**src/hdl/timer_a_pkg.sv**
```systemverilog
// Purpose: Shared constants and types of the event counter timer bank
// Assumes: Byte addressed register port, one 32-bit word per register
// Notes:   Offsets are byte addresses; indexed registers step by one word
package timer_a_pkg;

	// --------------------------------------------------------------
	// Widths and sizes
	// --------------------------------------------------------------
	localparam int NUM_TIMERS = 5;
	localparam int TIMER_W    = 16;
	localparam int PRESC_W    = 8;
	localparam int ADDR_W     = 8;
	localparam int DATA_W     = 32;
	localparam int MODE_W     = 4;
	localparam int SRC_W      = 2;

	// --------------------------------------------------------------
	// Register offsets
	// --------------------------------------------------------------
	localparam logic [ADDR_W-1:0] OFS_START     = 8'h00;
	localparam logic [ADDR_W-1:0] OFS_DIR       = 8'h04;
	localparam logic [ADDR_W-1:0] OFS_SRC       = 8'h08;
	localparam logic [ADDR_W-1:0] OFS_POL       = 8'h0c;
	localparam logic [ADDR_W-1:0] OFS_PINFN     = 8'h10;
	localparam logic [ADDR_W-1:0] OFS_GPIO_OUT  = 8'h14;
	localparam logic [ADDR_W-1:0] OFS_PIN_IN    = 8'h18;
	localparam logic [ADDR_W-1:0] OFS_PRESC     = 8'h1c;
	localparam logic [ADDR_W-1:0] OFS_IRQ_STAT  = 8'h20;
	localparam logic [ADDR_W-1:0] OFS_IRQ_MASK  = 8'h24;
	localparam logic [ADDR_W-1:0] OFS_MODE_BASE = 8'h40;
	localparam logic [ADDR_W-1:0] OFS_TIMER_BASE = 8'h60;
	localparam int                OFS_STRIDE    = 4;

	// --------------------------------------------------------------
	// Field positions and reset values
	// --------------------------------------------------------------
	localparam int MODE_PULSE_BIT  = 0;
	localparam int MODE_FREE_BIT   = 1;
	localparam int MODE_EDGE_BIT   = 3;
	localparam int PRESC_RESET_BIT = 0;
	localparam logic [TIMER_W-1:0] TIMER_RST = 16'h0000;

	typedef enum logic [SRC_W-1:0] {
		SRC_PIN    = 2'h0,
		SRC_TB2    = 2'h1,
		SRC_LOWER  = 2'h2,
		SRC_HIGHER = 2'h3
	} src_sel_e;

endpackage

```
**src/hdl/pin_sync.sv**
```systemverilog
// Purpose: Two flop synchroniser for a group of pin levels
// Assumes: Each bit is an independent level
// Notes:   Only the second stage leaves the module
`timescale 1ns/1ns
module pin_sync #(
	parameter int WIDTH = 1
) (
	input  wire logic             sys_clk, // System clock
	input  wire logic             rstn,    // Async reset, active low
	input  wire logic [WIDTH-1:0] din,     // Asynchronous pin levels
	output logic      [WIDTH-1:0] dout     // Synchronised levels
);
	typedef struct packed {
		logic [WIDTH-1:0] meta;
		logic [WIDTH-1:0] stable;
	} sync_s;

	sync_s s_reg;
	sync_s s_next;

	if (WIDTH < 1) begin : g_bad
		$error("pin_sync needs WIDTH of at least 1");
	end

	always_comb begin
		s_next.meta   = din;
		s_next.stable = s_reg.meta;
	end

	always_ff @(posedge sys_clk or negedge rstn) begin
		if (!rstn) begin
			s_reg <= '0;
		end else begin
			s_reg <= s_next;
		end
	end

	assign dout = s_reg.stable;
endmodule

```
**src/hdl/timer_a_event_counter.sv**
```systemverilog
// Purpose: Bank of event counter timers with register port and interrupt
// Assumes: Pins are asynchronous; tb2_ovf is a sys_clk pulse
// Notes:   Neighbour overflows feed a timer one cycle after they occur
//
// Overview of operation
// RL1: Source is pin, B2, lower or higher neighbour
// RL2: Source select value 00b picks the pin
// RL3: Edge polarity bit applies only to pin source
// RL4: Direction bit picks increment or decrement
// RL5: Reload type reloads on wrap; free-run does not
// RL6: Reload period FFFFh-n+1 up, n+1 down
// RL7: Timer value is a full 16-bit register
// RL8: Setting the run bit starts counting
// RL9: Clearing the run bit halts counting
// RL10: Every over/underflow raises the interrupt request
// RL11: Reading the timer returns the live count
// RL12: Stopped write loads reload and counter
// RL13: Running write loads reload register only
// RL14: Pulse output toggles on wrap, low when stopped
// RL15: Inverted polarity makes idle output high
// RL16: Polarity bit acts only with pulse output enabled
// RL17: Pins serve as port or timer function
// RL18: Writing one resets the shared prescaler
// RL19: Wrap FFFFh-0000h up, 0000h-FFFFh down, one cycle
`timescale 1ns/1ns
module timer_a_event_counter #(
	parameter int NT      = timer_a_pkg::NUM_TIMERS,
	parameter int PRESC_W = timer_a_pkg::PRESC_W
) (
	input  wire logic                           sys_clk,                // System clock, 250 MHz
	input  wire logic                           rstn,                   // Async reset, active low
	input  wire logic [timer_a_pkg::ADDR_W-1:0] addr,                   // Register byte address
	input  wire logic [timer_a_pkg::DATA_W-1:0] wdata,                  // Write data
	input  wire logic                           wr_stb,                 // Write strobe
	input  wire logic                           rd_stb,                 // Read strobe
	output logic      [timer_a_pkg::DATA_W-1:0] rdata,                  // Read data, one cycle later
	input  wire logic [NT-1:0]                  timer_event_input_pin,  // External count pins
	input  wire logic                           tb2_ovf,                // Timer B2 wrap pulse
	output logic      [NT-1:0]                  timer_pulse_output_pin, // Pulse or port output pins
	output logic                                irq                     // Interrupt, level
);
	import timer_a_pkg::*;

	typedef struct packed {
		logic [NT-1:0]             run;
		logic [NT-1:0]             dir;
		logic [NT-1:0][SRC_W-1:0]  src;
		logic [NT-1:0]             pol;
		logic [NT-1:0]             infn;
		logic [NT-1:0]             gpo;
		logic [NT-1:0][MODE_W-1:0] mode;
		logic [NT-1:0]             prev;
		logic [NT-1:0]             tog;
		logic [NT-1:0]             pins;
		logic [NT-1:0]             stat;
		logic [NT-1:0]             mask;
		logic                      irq;
		logic [PRESC_W-1:0]        presc;
		logic [DATA_W-1:0]         rdata;
	} bank_s;

	bank_s s_reg;
	bank_s s_next;

	logic [NT-1:0]              pin_s;
	logic [NT-1:0]              tick;
	logic [NT-1:0]              twr;
	logic [NT-1:0]              covf;
	logic [NT-1:0][TIMER_W-1:0] cval;

	localparam logic [PRESC_W-1:0] PRESC_ONE = {{(PRESC_W-1){1'b0}}, 1'b1};

	if (NT < 2 || NT > 8) begin : g_bad_nt
		$error("timer bank supports 2 to 8 timers");
	end
	if (PRESC_W < 1 || PRESC_W > DATA_W) begin : g_bad_presc
		$error("prescaler width out of range");
	end

	function automatic logic [ADDR_W-1:0] slot(input logic [ADDR_W-1:0] base, input int idx);
		return base + ADDR_W'(OFS_STRIDE * idx);
	endfunction

	function automatic int lower_of(input int idx);
		return (idx == 0) ? NT - 1 : idx - 1;
	endfunction

	function automatic int higher_of(input int idx);
		return (idx == NT - 1) ? 0 : idx + 1;
	endfunction

	// --------------------------------------------------------------
	// Pin synchronisers
	// --------------------------------------------------------------
	pin_sync #(
		.WIDTH(NT)
	) u_pin_sync (
		.sys_clk(sys_clk),
		.rstn   (rstn),
		.din    (timer_event_input_pin),
		.dout   (pin_s)
	);

	// --------------------------------------------------------------
	// Count sources
	// --------------------------------------------------------------
	// Neighbour wraps come from registered pulses, so a ring of
	// chained timers never forms a combinational loop.
	always_comb begin
		logic edge_hit;
		edge_hit = 1'b0;
		for (int i = 0; i < NT; i++) begin
			// Pin path only when the input pin is given to the timer
			edge_hit = s_reg.infn[i] && (pin_s[i] != s_reg.prev[i]) && // RL17
				(pin_s[i] == s_reg.mode[i][MODE_EDGE_BIT]); // RL3
			unique case (src_sel_e'(s_reg.src[i])) // RL1 RL2
				SRC_PIN:    tick[i] = edge_hit;
				SRC_TB2:    tick[i] = tb2_ovf;
				SRC_LOWER:  tick[i] = covf[lower_of(i)];
				SRC_HIGHER: tick[i] = covf[higher_of(i)];
			endcase
		end
	end

	always_comb begin
		for (int i = 0; i < NT; i++) begin
			twr[i] = wr_stb && (addr == slot(OFS_TIMER_BASE, i));
		end
	end

	// --------------------------------------------------------------
	// Counters
	// --------------------------------------------------------------
	for (genvar g = 0; g < NT; g++) begin : g_ch
		timer_channel #(
			.WIDTH(TIMER_W)
		) u_ch (
			.sys_clk  (sys_clk),
			.rstn     (rstn),
			.run      (s_reg.run[g]),
			.count_up (s_reg.dir[g]),
			.free_run (s_reg.mode[g][MODE_FREE_BIT]),
			.tick     (tick[g]),
			.load     (twr[g]),
			.load_data(wdata[TIMER_W-1:0]), // RL7
			.value    (cval[g]),
			.ovf      (covf[g])
		);
	end

	// --------------------------------------------------------------
	// Register file, outputs and interrupt
	// --------------------------------------------------------------
	always_comb begin
		logic [NT-1:0] clr;
		clr          = '0;
		s_next       = s_reg;
		s_next.prev  = pin_s;
		s_next.rdata = '0;
		s_next.presc = s_reg.presc + PRESC_ONE;

		if (wr_stb) begin
			unique case (addr)
				OFS_START:    s_next.run  = wdata[NT-1:0]; // RL8 RL9
				OFS_DIR:      s_next.dir  = wdata[NT-1:0]; // RL4
				OFS_SRC:      s_next.src  = wdata[SRC_W*NT-1:0];
				OFS_POL:      s_next.pol  = wdata[NT-1:0];
				OFS_PINFN:    s_next.infn = wdata[NT-1:0];
				OFS_GPIO_OUT: s_next.gpo  = wdata[NT-1:0];
				OFS_IRQ_STAT: clr         = wdata[NT-1:0];
				OFS_IRQ_MASK: s_next.mask = wdata[NT-1:0];
				OFS_PRESC: begin
					if (wdata[PRESC_RESET_BIT]) begin
						s_next.presc = '0; // RL18
					end
				end
				default: begin
					for (int i = 0; i < NT; i++) begin
						if (addr == slot(OFS_MODE_BASE, i)) begin
							s_next.mode[i] = wdata[MODE_W-1:0];
						end
					end
				end
			endcase
		end

		if (rd_stb) begin
			unique case (addr)
				OFS_START:    s_next.rdata = DATA_W'(s_reg.run);
				OFS_DIR:      s_next.rdata = DATA_W'(s_reg.dir);
				OFS_SRC:      s_next.rdata = DATA_W'(s_reg.src);
				OFS_POL:      s_next.rdata = DATA_W'(s_reg.pol);
				OFS_PINFN:    s_next.rdata = DATA_W'(s_reg.infn);
				OFS_GPIO_OUT: s_next.rdata = DATA_W'(s_reg.gpo);
				OFS_PIN_IN:   s_next.rdata = DATA_W'(pin_s);
				OFS_PRESC:    s_next.rdata = DATA_W'(s_reg.presc);
				OFS_IRQ_STAT: s_next.rdata = DATA_W'(s_reg.stat);
				OFS_IRQ_MASK: s_next.rdata = DATA_W'(s_reg.mask);
				default: begin
					for (int i = 0; i < NT; i++) begin
						if (addr == slot(OFS_MODE_BASE, i)) begin
							s_next.rdata = DATA_W'(s_reg.mode[i]);
						end
						if (addr == slot(OFS_TIMER_BASE, i)) begin
							s_next.rdata = DATA_W'(cval[i]); // RL11
						end
					end
				end
			endcase
		end

		// A wrap in the clearing cycle keeps its bit set
		s_next.stat = (s_reg.stat & ~clr) | covf; // RL10
		s_next.irq  = |(s_next.stat & s_next.mask);

		for (int i = 0; i < NT; i++) begin
			if (!s_next.run[i]) begin
				s_next.tog[i] = 1'b0; // RL14
			end else if (covf[i] && s_reg.run[i]) begin
				s_next.tog[i] = ~s_reg.tog[i]; // RL14
			end
			// Polarity only matters on a pin given to the pulse output
			if (s_reg.mode[i][MODE_PULSE_BIT]) begin // RL16 RL17
				s_next.pins[i] = s_reg.tog[i] ^ s_reg.pol[i]; // RL15
			end else begin
				s_next.pins[i] = s_reg.gpo[i];
			end
		end
	end

	always_ff @(posedge sys_clk or negedge rstn) begin
		if (!rstn) begin
			s_reg <= '0;
		end else begin
			s_reg <= s_next;
		end
	end

	assign rdata                  = s_reg.rdata;
	assign timer_pulse_output_pin = s_reg.pins;
	assign irq                    = s_reg.irq;

	for (genvar g = 0; g < NT; g++) begin : g_chk

	end
endmodule

```
**src/hdl/timer_channel.sv**
```systemverilog
// Purpose: One 16-bit up/down event counter with reload register
// Assumes: tick is a one cycle pulse on sys_clk
// Notes:   A write while running reaches the reload register, and the counter only through a reload wrap in the same cycle
`timescale 1ns/1ns
module timer_channel #(
	parameter int WIDTH = timer_a_pkg::TIMER_W
) (
	input  wire logic             sys_clk,   // System clock
	input  wire logic             rstn,      // Async reset, active low
	input  wire logic             run,       // Counting enabled
	input  wire logic             count_up,  // 1 increment, 0 decrement
	input  wire logic             free_run,  // 1 no reload on wrap
	input  wire logic             tick,      // Count source pulse
	input  wire logic             load,      // Timer register write
	input  wire logic [WIDTH-1:0] load_data, // Written value
	output logic      [WIDTH-1:0] value,     // Current count
	output logic                  ovf        // Over/underflow pulse
);
	import timer_a_pkg::*;

	localparam logic [WIDTH-1:0] MAXV = {WIDTH{1'b1}};
	localparam logic [WIDTH-1:0] ONE  = {{(WIDTH-1){1'b0}}, 1'b1};

	typedef struct packed {
		logic [WIDTH-1:0] cnt;
		logic [WIDTH-1:0] rld;
		logic             ovf;
	} chan_s;

	chan_s s_reg;
	chan_s s_next;

	if (WIDTH < 2) begin : g_bad
		$error("timer_channel needs WIDTH of at least 2");
	end

	// ------------------------------------------------------------
	// Counter
	// ------------------------------------------------------------
	always_comb begin
		logic [WIDTH-1:0] rnext;
		rnext      = load ? load_data : s_reg.rld;
		s_next     = s_reg;
		s_next.ovf = 1'b0;
		if (load) begin
			s_next.rld = load_data; // RL13
		end
		if (run && tick) begin // RL8 RL9
			if (count_up) begin // RL4
				if (s_reg.cnt == MAXV) begin
					s_next.ovf = 1'b1; // RL19
					s_next.cnt = free_run ? '0 : rnext; // RL5 RL6
				end else begin
					s_next.cnt = s_reg.cnt + ONE;
				end
			end else begin
				if (s_reg.cnt == '0) begin
					s_next.ovf = 1'b1; // RL19
					s_next.cnt = free_run ? MAXV : rnext; // RL5 RL6
				end else begin
					s_next.cnt = s_reg.cnt - ONE;
				end
			end
		end
		if (load && !run) begin
			s_next.cnt = load_data; // RL12
		end
	end

	always_ff @(posedge sys_clk or negedge rstn) begin
		if (!rstn) begin
			s_reg <= '0;
		end else begin
			s_reg <= s_next;
		end
	end

	assign value = s_reg.cnt;
	assign ovf   = s_reg.ovf;
endmodule

```
**config.mk**
```make
export PLATFORM = sky130hd
export DESIGN_NAME = timer_a_event_counter
export DESIGN_NICKNAME = d
export VERILOG_FILES = /design/src/hdl/timer_a_pkg.sv /design/src/hdl/pin_sync.sv /design/src/hdl/timer_a_event_counter.sv /design/src/hdl/timer_channel.sv
export SDC_FILE = /design/constraint.sdc
export NUM_CORES = 1
export LEC_CHECK = 0
export BUFFER_PORTS_ARGS = -buffer_cell sky130_fd_sc_hd__clkbuf_2
export CAP_MARGIN = 20
export CORE_ASPECT_RATIO = 0.8
export CORE_MARGIN = 2
export CORE_UTILIZATION = 55
export DETAILED_ROUTE_END_ITERATION = 10
export GPL_TIMING_DRIVEN = 0
export PLACE_DENSITY = 0.74
export REMOVE_ABC_BUFFERS = 1
export SLEW_MARGIN = 15
export SYNTH_ARGS = -nofsm -noshare
export SYNTH_HDL_FRONTEND = slang
export SYNTH_SLANG_ARGS = --single-unit
```
**constraint.sdc**
```tcl
create_clock -name sys_clk -period 3.1 [get_ports sys_clk]
set_input_delay 0.31 -clock sys_clk [delete_from_list [all_inputs] [get_ports sys_clk]]
set_output_delay 0.31 -clock sys_clk [all_outputs]
set_load 0.01 [all_outputs]
```
==> metrics.yaml, run 1 <==
synthesis:
  synth_adder_area_share: 0.01088
  synthesis.instances: 2057
  syn_area_mm2: 0.01840
  postSynth.asyncResetShare: 1.000
  yosysMostFrequentCell: "dfrtp_1"
  synthMuxAreaShare: 0.1049
  netlist-cell-type-count: 81
  yosys_register_bits: 280
  synth_flop_cell: "dfrtp_1"
  netlist_top_cells_count: "280 x dfrtp_1, 170 x nand2_1, 141 x clkbuf_1"
  simple_gate_area_share_of_the_yosys_netlist: 0.2051
  edff_count_synth: 0
  syn-mean-instance-area_um2: 8.943
  synth-xor-area-share: 0.05808
  synth_compound_area_frac: 0.1717
  synth_seq_area_share: 0.3809
  synth_top_area_cell: "dfrtp_1"
  synth-warning-count: 0
  main_combinational_cell_family_by_area_after_synthesis: "simple AND/OR/NAND/NOR gates"
  netlist.area_leader.share: 0.3809
  synthTopCellsByArea: "dfrtp_1 38%, mux2_2 6.1%, nand2_1 3.5%"
hold_path:
  min-delay-path-class: "in2reg"
finish:
  layout-drive-gt1-share: 0.1449
  area_growth_pct: 7.801
  largest_register_ff_count: 83
  num-nets-final: 2045
  final.fill_count: 2796
floorplan:
  die-height_um: 167.6
  initial_core_util: 0.5625
  fp.coreArea_mm2: 0.03270
  design.die.area_mm2: 0.03494
  io_pins: 88
  std_cell_rows: 59
  dieWidth_um: 208.5
placed_design:
  finalWeightedCongestion: 1.004
  dp.final_hpwl_um: 42050
  io_buffers: 55
cts:
  htree_num_levels: 1
  numClockSinks: 280
  clock_tree_from_tritoncts: "built"
  tritoncts.num_buffers: 30
  cts_max_path_buffers: 3
  clk_pin_slew_ns: 0.06
  insertion_delay_ns: 0.59
  clock-root-buffer: "clkbuf_16"
run:
  timing.max_cap.violations: 0
routing:
  route.detailed.vias_per_inst: 6.933
  detailroute.via_count: 16847
  routedWlPerCell_um: 25.58
  wirelength_um: 62160
  route.detailed.drc: 0
  initial_detailed_routing_violation_count: 2260
  antenna_left: 0
  detail_route.first_pass.iterations: 10
pwr:
  clkPwrFrac: 0.324
  power_leakage_nw: 9.102
  design_power_total_mw: 11.42
  pwr-share-seq: 0.420
  combPwrFrac: 0.256
  internal_power_mw: 7.334
  irDropWorstVdd_mv: 0.3939
  cellPowerDensity_mw_per_mm2: 575.6
  power_switching_share: 0.3576
  net-switching-power_mw: 4.082
sta:
  final-setup-viol-count: 0
  worst_slew_pin_slew_ns: 1.072
  timing.fmax_mhz: 335.4
  rsz_0062_raised_after_global_routing: "no"
  slew-limit-headroom: 0.2856
  timing_hold_violations_final: 0
  finalClockSkew_ns: 0.01579
  fin_setup_tns_ns: 0
  timing.final.crit_period_ns: 2.981
  final_max_slew_viol_count: 0
  fin_crit_sh: 0.9617
grt:
  grt_start_max_net_pins: 90
  grt_first_pass_wirelength_um: 96010
  initial_antenna_violation_count: 3
  grt_overflow: 0
  grt.total_usage: 0.3516
  grt_pass1_vias: 15972
setup_path:
  setup.worst_path.class: "reg2reg"
  worst_path_maximum_fanout: 12
  slowest_delay_ns: 0.65
  crit_path_top_delay_cell: "or4_1"
  setup.worst_path.start_class: "flip-flop"
  cp.arrival_ns: 3.44
  required_ns: 3.56
  crit_path_cell_trace: "or4_1 > nor4b_1 > nand3_2 > o31ai_4 > a221oi_1 > a221o_1"
  cp.buffers_inverters: 0
  worstSetupEndpointType: "flip-flop"
  cpLargestDelayFamily: "simple AND/OR/NAND/NOR gates"
outcome:
  outcome: "finished clean"
[kinds of logic (layout without fill, tap and decap cells)]
group,after synthesis,count (layout)
simple gates,730,730
buf+inv,283,213
flops,280,280
mux,168,168
fa+ha+maj,16,16
xor+xnor,122,122
other cells,1,17
compound gates,457,457
[worst paths after layout]
check,startpoint,end,slack (ns),depth (start not counted)
setup / recovery,g_ch[0].u_ch.value[11],g_ch[0].u_ch.value[1],0.12,6
hold / removal,rd_stb,rdata[1],0.05,2
setup reg to reg,g_ch[0].u_ch.value[11],g_ch[0].u_ch.value[1],0.12,6
hold reg to reg,u_pin_sync.s_next[3],u_pin_sync.dout[3],0.35,0
max in group asynchronous,rstn,g_ch[3].u_ch.s_reg[13],1.67,4
min in group asynchronous,rstn,g_ch[2].u_ch.value[2],0.22,2
[per-stage QoR]
| step | utilization | hold WS (ns) | instances | area, um2 | setup WS, ns |
|---|---|---|---|---|---|
| 6_report | 0.6064 | 0.04570 | 2430 | 19830 | 0.1188 |
| 5_1_grt | 0.6063 | 0.03810 | 2429 | 19830 | 0.009659 |
| 4_1_cts | 0.6023 | 0.02762 | 2420 | 19700 | 0.0008897 |
| 3_5_place_dp | 0.5669 | 0.2752 | 2355 | 18540 | -1.579 |
| 3_3_place_gp | 0.5589 | 0.3344 | 2343 | 18280 | -4.115 |
| 2_1_floorplan | - | 0.01441 | 1861 | 17470 | -0.3580 |
[worst reg2reg max path: cells and delay by family, from the launching register on]
kind            cells  cell delay (ns)
compound gates      3             0.84
flops               1             0.55
simple gates        3             1.48
[power groups by stage]
stage,Sequential (mW),Clock [mW],Combinational [mW]
after floorplan,4.50,0,2.10
after global placement,4.79,0,2.72
after detailed placement,4.80,0,2.81
after CTS,4.74,3.72,2.85
after global routing,4.83,3.87,3.23
final,4.80,3.69,2.92
[per-layer routing]
metal,wire length [um],vias up,global-route usage
met3,6865,196,0.07296
li1,-,7314,-
met5,27,-,0
met1,25020,8203,0.4830
met4,2777,4,0.1542
met2,27460,1130,0.5395
[cells in the final DEF (no fill, tap or decap), types with 14 or more instances in the layout]
cell	Yosys	routed
a22oi_1	66	66
xnor2_1	57	57
and2_1	17	17
clkbuf_2	0	53
a31oi_1	15	15
nand2_1	170	170
o21ai_0	70	69
inv_1	70	70
a211oi_1	16	16
dfrtp_1	280	280
clkbuf_16	0	31
nand3_1	111	108
conb_1	1	16
and3_1	43	43
mux2_2	99	99
nand4_1	38	38
mux2i_1	59	59
nor3_1	57	56
a221o_1	14	14
xor2_1	65	65
o211ai_1	23	23
o221ai_1	16	16
buf_4	38	16
nor4_1	33	27
nor2b_1	17	17
a21oi_1	98	98
o31ai_1	29	28
ha_1	16	16
nor2_1	134	131
nand2b_1	19	19
[repair_timing]
| item | CTS | global route |
|---|---|---|
| pin swaps | 1 | 5 |
| setup endpoints to repair | 76 | 42 |
| buffers inserted | 4 | 9 |
| endpoints found under the hold margin | 50 | 0 |
| hold buffers | 6 | 0 |
| gates resized for setup | 13 | 10 |
[area by class of cell]
type | instances | area (um2) | area share
Sequential cell | 280 | 7007 | 0.3533
Tap cell | 427 | 534.3 | 0.02694
Antenna cell | 1 | 2.502 | 0.0001262
Inverter | 72 | 270.3 | 0.01363
Timing Repair Buffer | 86 | 618.1 | 0.03117
Clock buffer | 38 | 822.0 | 0.04145
Multi-Input combinational cell | 1509 | 10410 | 0.5248
Clock inverter | 17 | 170.2 | 0.008580
Note: power is estimated with default switching activity, not from simulation.
==> run 2, diff against run 1 <==
--- a/config.mk
+++ b/config.mk
@@ -10,6 +10,7 @@
 export CORE_ASPECT_RATIO = 0.8
 export CORE_MARGIN = 2
 export CORE_UTILIZATION = 55
+export CTS_BUF_LIST = sky130_fd_sc_hd__clkbuf_16
 export DETAILED_ROUTE_END_ITERATION = 10
 export GPL_TIMING_DRIVEN = 0
 export PLACE_DENSITY = 0.74
==> run 2 against run 1 <==
Sequential share of layout area about the same. Total power decreased by 0.57%. Cell area about the same. Worst setup slack got worse by 0.011 ns. Non-clock buffer count unchanged. Sequential power about the same. Via count decreased by 0.18%. Maximum frequency decreased by 0.36%. Final cell count about the same. Count of clock-buffer cells in the layout decreased by 7. Clock power decreased by 2%. Critical endpoint unchanged. Largest cell class unchanged. Largest power group unchanged.
==> metrics.yaml, run 2 (synthesized netlist as in run 1, its figures left out) <==
pwr:
  design_power_total_mw: 11.35
  net-switching-power_mw: 4.083
  clkPwrFrac: 0.320
  pwr-share-seq: 0.423
  power_switching_share: 0.3597
  irDropWorstVdd_mv: 0.3937
  power_leakage_nw: 9.112
  internal_power_mw: 7.268
  cellPowerDensity_mw_per_mm2: 572.8
  combPwrFrac: 0.258
cts:
  clk_pin_slew_ns: 0.06
  cts_max_path_buffers: 3
  insertion_delay_ns: 0.59
  htree_num_levels: 1
  clock-root-buffer: "clkbuf_16"
  tritoncts.num_buffers: 30
  numClockSinks: 280
  clock_tree_from_tritoncts: "built"
grt:
  grt_util_met3: 0.07296
  use_met2: 0.5395
  grt_start_max_net_pins: 90
  top_usage_layer: "met2"
  grt_first_pass_wirelength_um: 96000
  grt.total_usage: 0.3516
  grt_pass1_vias: 15973
  grtUsageMet1: 0.4830
  initial_antenna_violation_count: 3
  grt_overflow: 0
sta:
  timing.fmax_mhz: 334.2
  slew-limit-headroom: 0.3052
  timing_hold_violations_final: 0
  timing.final.crit_period_ns: 2.992
  final-setup-viol-count: 0
  final_max_slew_viol_count: 0
  worst_slew_pin_slew_ns: 1.042
  rsz_0062_raised_after_global_routing: "no"
  finalClockSkew_ns: 0.01519
  fin_crit_sh: 0.9652
setup_path:
  rr_startpoint: "g_ch[0].u_ch.value[2]"
  slowest_delay_ns: 0.76
  crit_path_top_delay_cell: "nor4_1"
  cp.arrival_ns: 3.46
  setup.reg_to_reg.worst_slack_ns: 0.11
  reg2regPathDepth: 6
  setup.worst_path.class: "reg2reg"
  worst_path_maximum_fanout: 12
  worstSetupEndpointType: "flip-flop"
  required_ns: 3.56
  setup.worst_path.start_class: "flip-flop"
  critical_path.reg2reg.endpoint: "g_ch[0].u_ch.value[1]"
  crit_path_cell_trace: "nand4_1 > nor4_1 > nand2_1 > o31ai_4 > a221oi_1 > a221o_1"
routing:
  antenna_left: 0
  wirelength_um: 62130
  routedWlPerCell_um: 25.54
  initial_detailed_routing_violation_count: 2359
  route.detailed.vias_per_inst: 6.915
  route.detailed.drc: 0
  detailroute.via_count: 16817
  detail_route.first_pass.iterations: 8
hold_path:
  min-delay-path-class: "in2reg"
  hp-start: "rd_stb"
  timing.hold.worst_endpoint: "rdata[3]"
  min_path_cells: 2
finish:
  seqCellArea_mm2: 0.007007
  num-nets-final: 2045
  multi_input_combinational_cell_area_mm2: 0.01041
  most-common-layout-cells: "280 x dfrtp_1, 170 x nand2_1, 131 x nor2_1"
  final_core_util: 0.6060
  layout_commonest_cell: "dfrtp_1"
  area_growth_pct: 7.719
  layout-drive-gt1-share: 0.1439
  final_cell_area_mm2: 0.01982
  largest_register_ff_count: 83
  final.fill_count: 2798
placed_design:
  dp.final_hpwl_um: 42050
  area_after_dpl_mm2: 0.01854
  finalWeightedCongestion: 1.004
  io_buffers: 55
floorplan:
  initial_core_util: 0.5625
  die-height_um: 167.6
  design.die.area_mm2: 0.03494
  fp.coreArea_mm2: 0.03270
  std_cell_rows: 59
  dieWidth_um: 208.5
  io_pins: 88
outcome:
  outcome: "finished clean"
run:
  timing.max_cap.violations: 0
run 2: critical path: cells and delay by family (launching register included):
kind	cells	cell delay (ns)
flip-flops	1	0.73
AO/OA/AOI/OAI	3	0.63
AND/OR/NAND/NOR	3	1.53
run 2: worst max path at each step:
stage                                     start                     to  slack (ns)
after global routing                    addr[3]  g_ch[1].u_ch.value[4]        0.01
after global placement                     rstn  g_ch[3].u_ch.s_reg[8]       -4.12
final                     g_ch[0].u_ch.value[2]  g_ch[0].u_ch.value[1]        0.11
after CTS                 g_ch[2].u_ch.value[2]  g_ch[2].u_ch.value[8]      0.0009
after detailed placement                addr[2]  g_ch[2].u_ch.value[3]       -1.58
after floorplan                         addr[6]  g_ch[2].u_ch.value[1]       -0.36
run 2: cell type report:
cell class | count | share of cell area
inverters | 72 | 0.01364
diodes | 3 | 0.0003788
clock buffers | 31 | 0.03915
well taps | 427 | 0.02696
clock inverters | 24 | 0.009913
repair buffers | 86 | 0.03119
multi-input cells | 1509 | 0.5252
flip-flops and latches | 280 | 0.3536
run 2: what timing repair did:
action | in CTS | in global routing
pin swaps | 1 | 5
gates resized for setup | 13 | 10
endpoints found under the setup margin | 76 | 42
endpoints found under the hold margin | 50 | 0
hold buffers | 6 | 0
buffers inserted | 4 | 9
run 2: per-stage QoR:
stage / setup WS, ns / TNS [ns] / hold WS [ns] / cells
floorplan: -0.3580 / -3.446 / 0.01441 / 1861
global placement: -4.115 / -1420.25 / 0.3344 / 2343
detailed placement: -1.579 / -99.60 / 0.2752 / 2355
CTS: 0.0008897 / 0 / 0.02733 / 2420
global route: 0.009890 / 0 / 0.03802 / 2429
finish: 0.1080 / 0 / 0.04827 / 2432
run 2: power by group through the flow:
stage / Combinational (mW) / Clock [mW] / Sequential [mW]
5_1_grt: 3.23 / 3.80 / 4.83
2_1_floorplan: 2.10 / 0 / 4.50
3_3_place_gp: 2.72 / 0 / 4.79
6_report: 2.93 / 3.63 / 4.80
3_5_place_dp: 2.81 / 0 / 4.80
4_1_cts: 2.85 / 3.66 / 4.74
run 2: metal layers:
layer,part of all wire,wire [um]
met5,0.00019,12
met4,0.046,2841
met3,0.11,6891
met2,0.44,27410
met1,0.40,24970
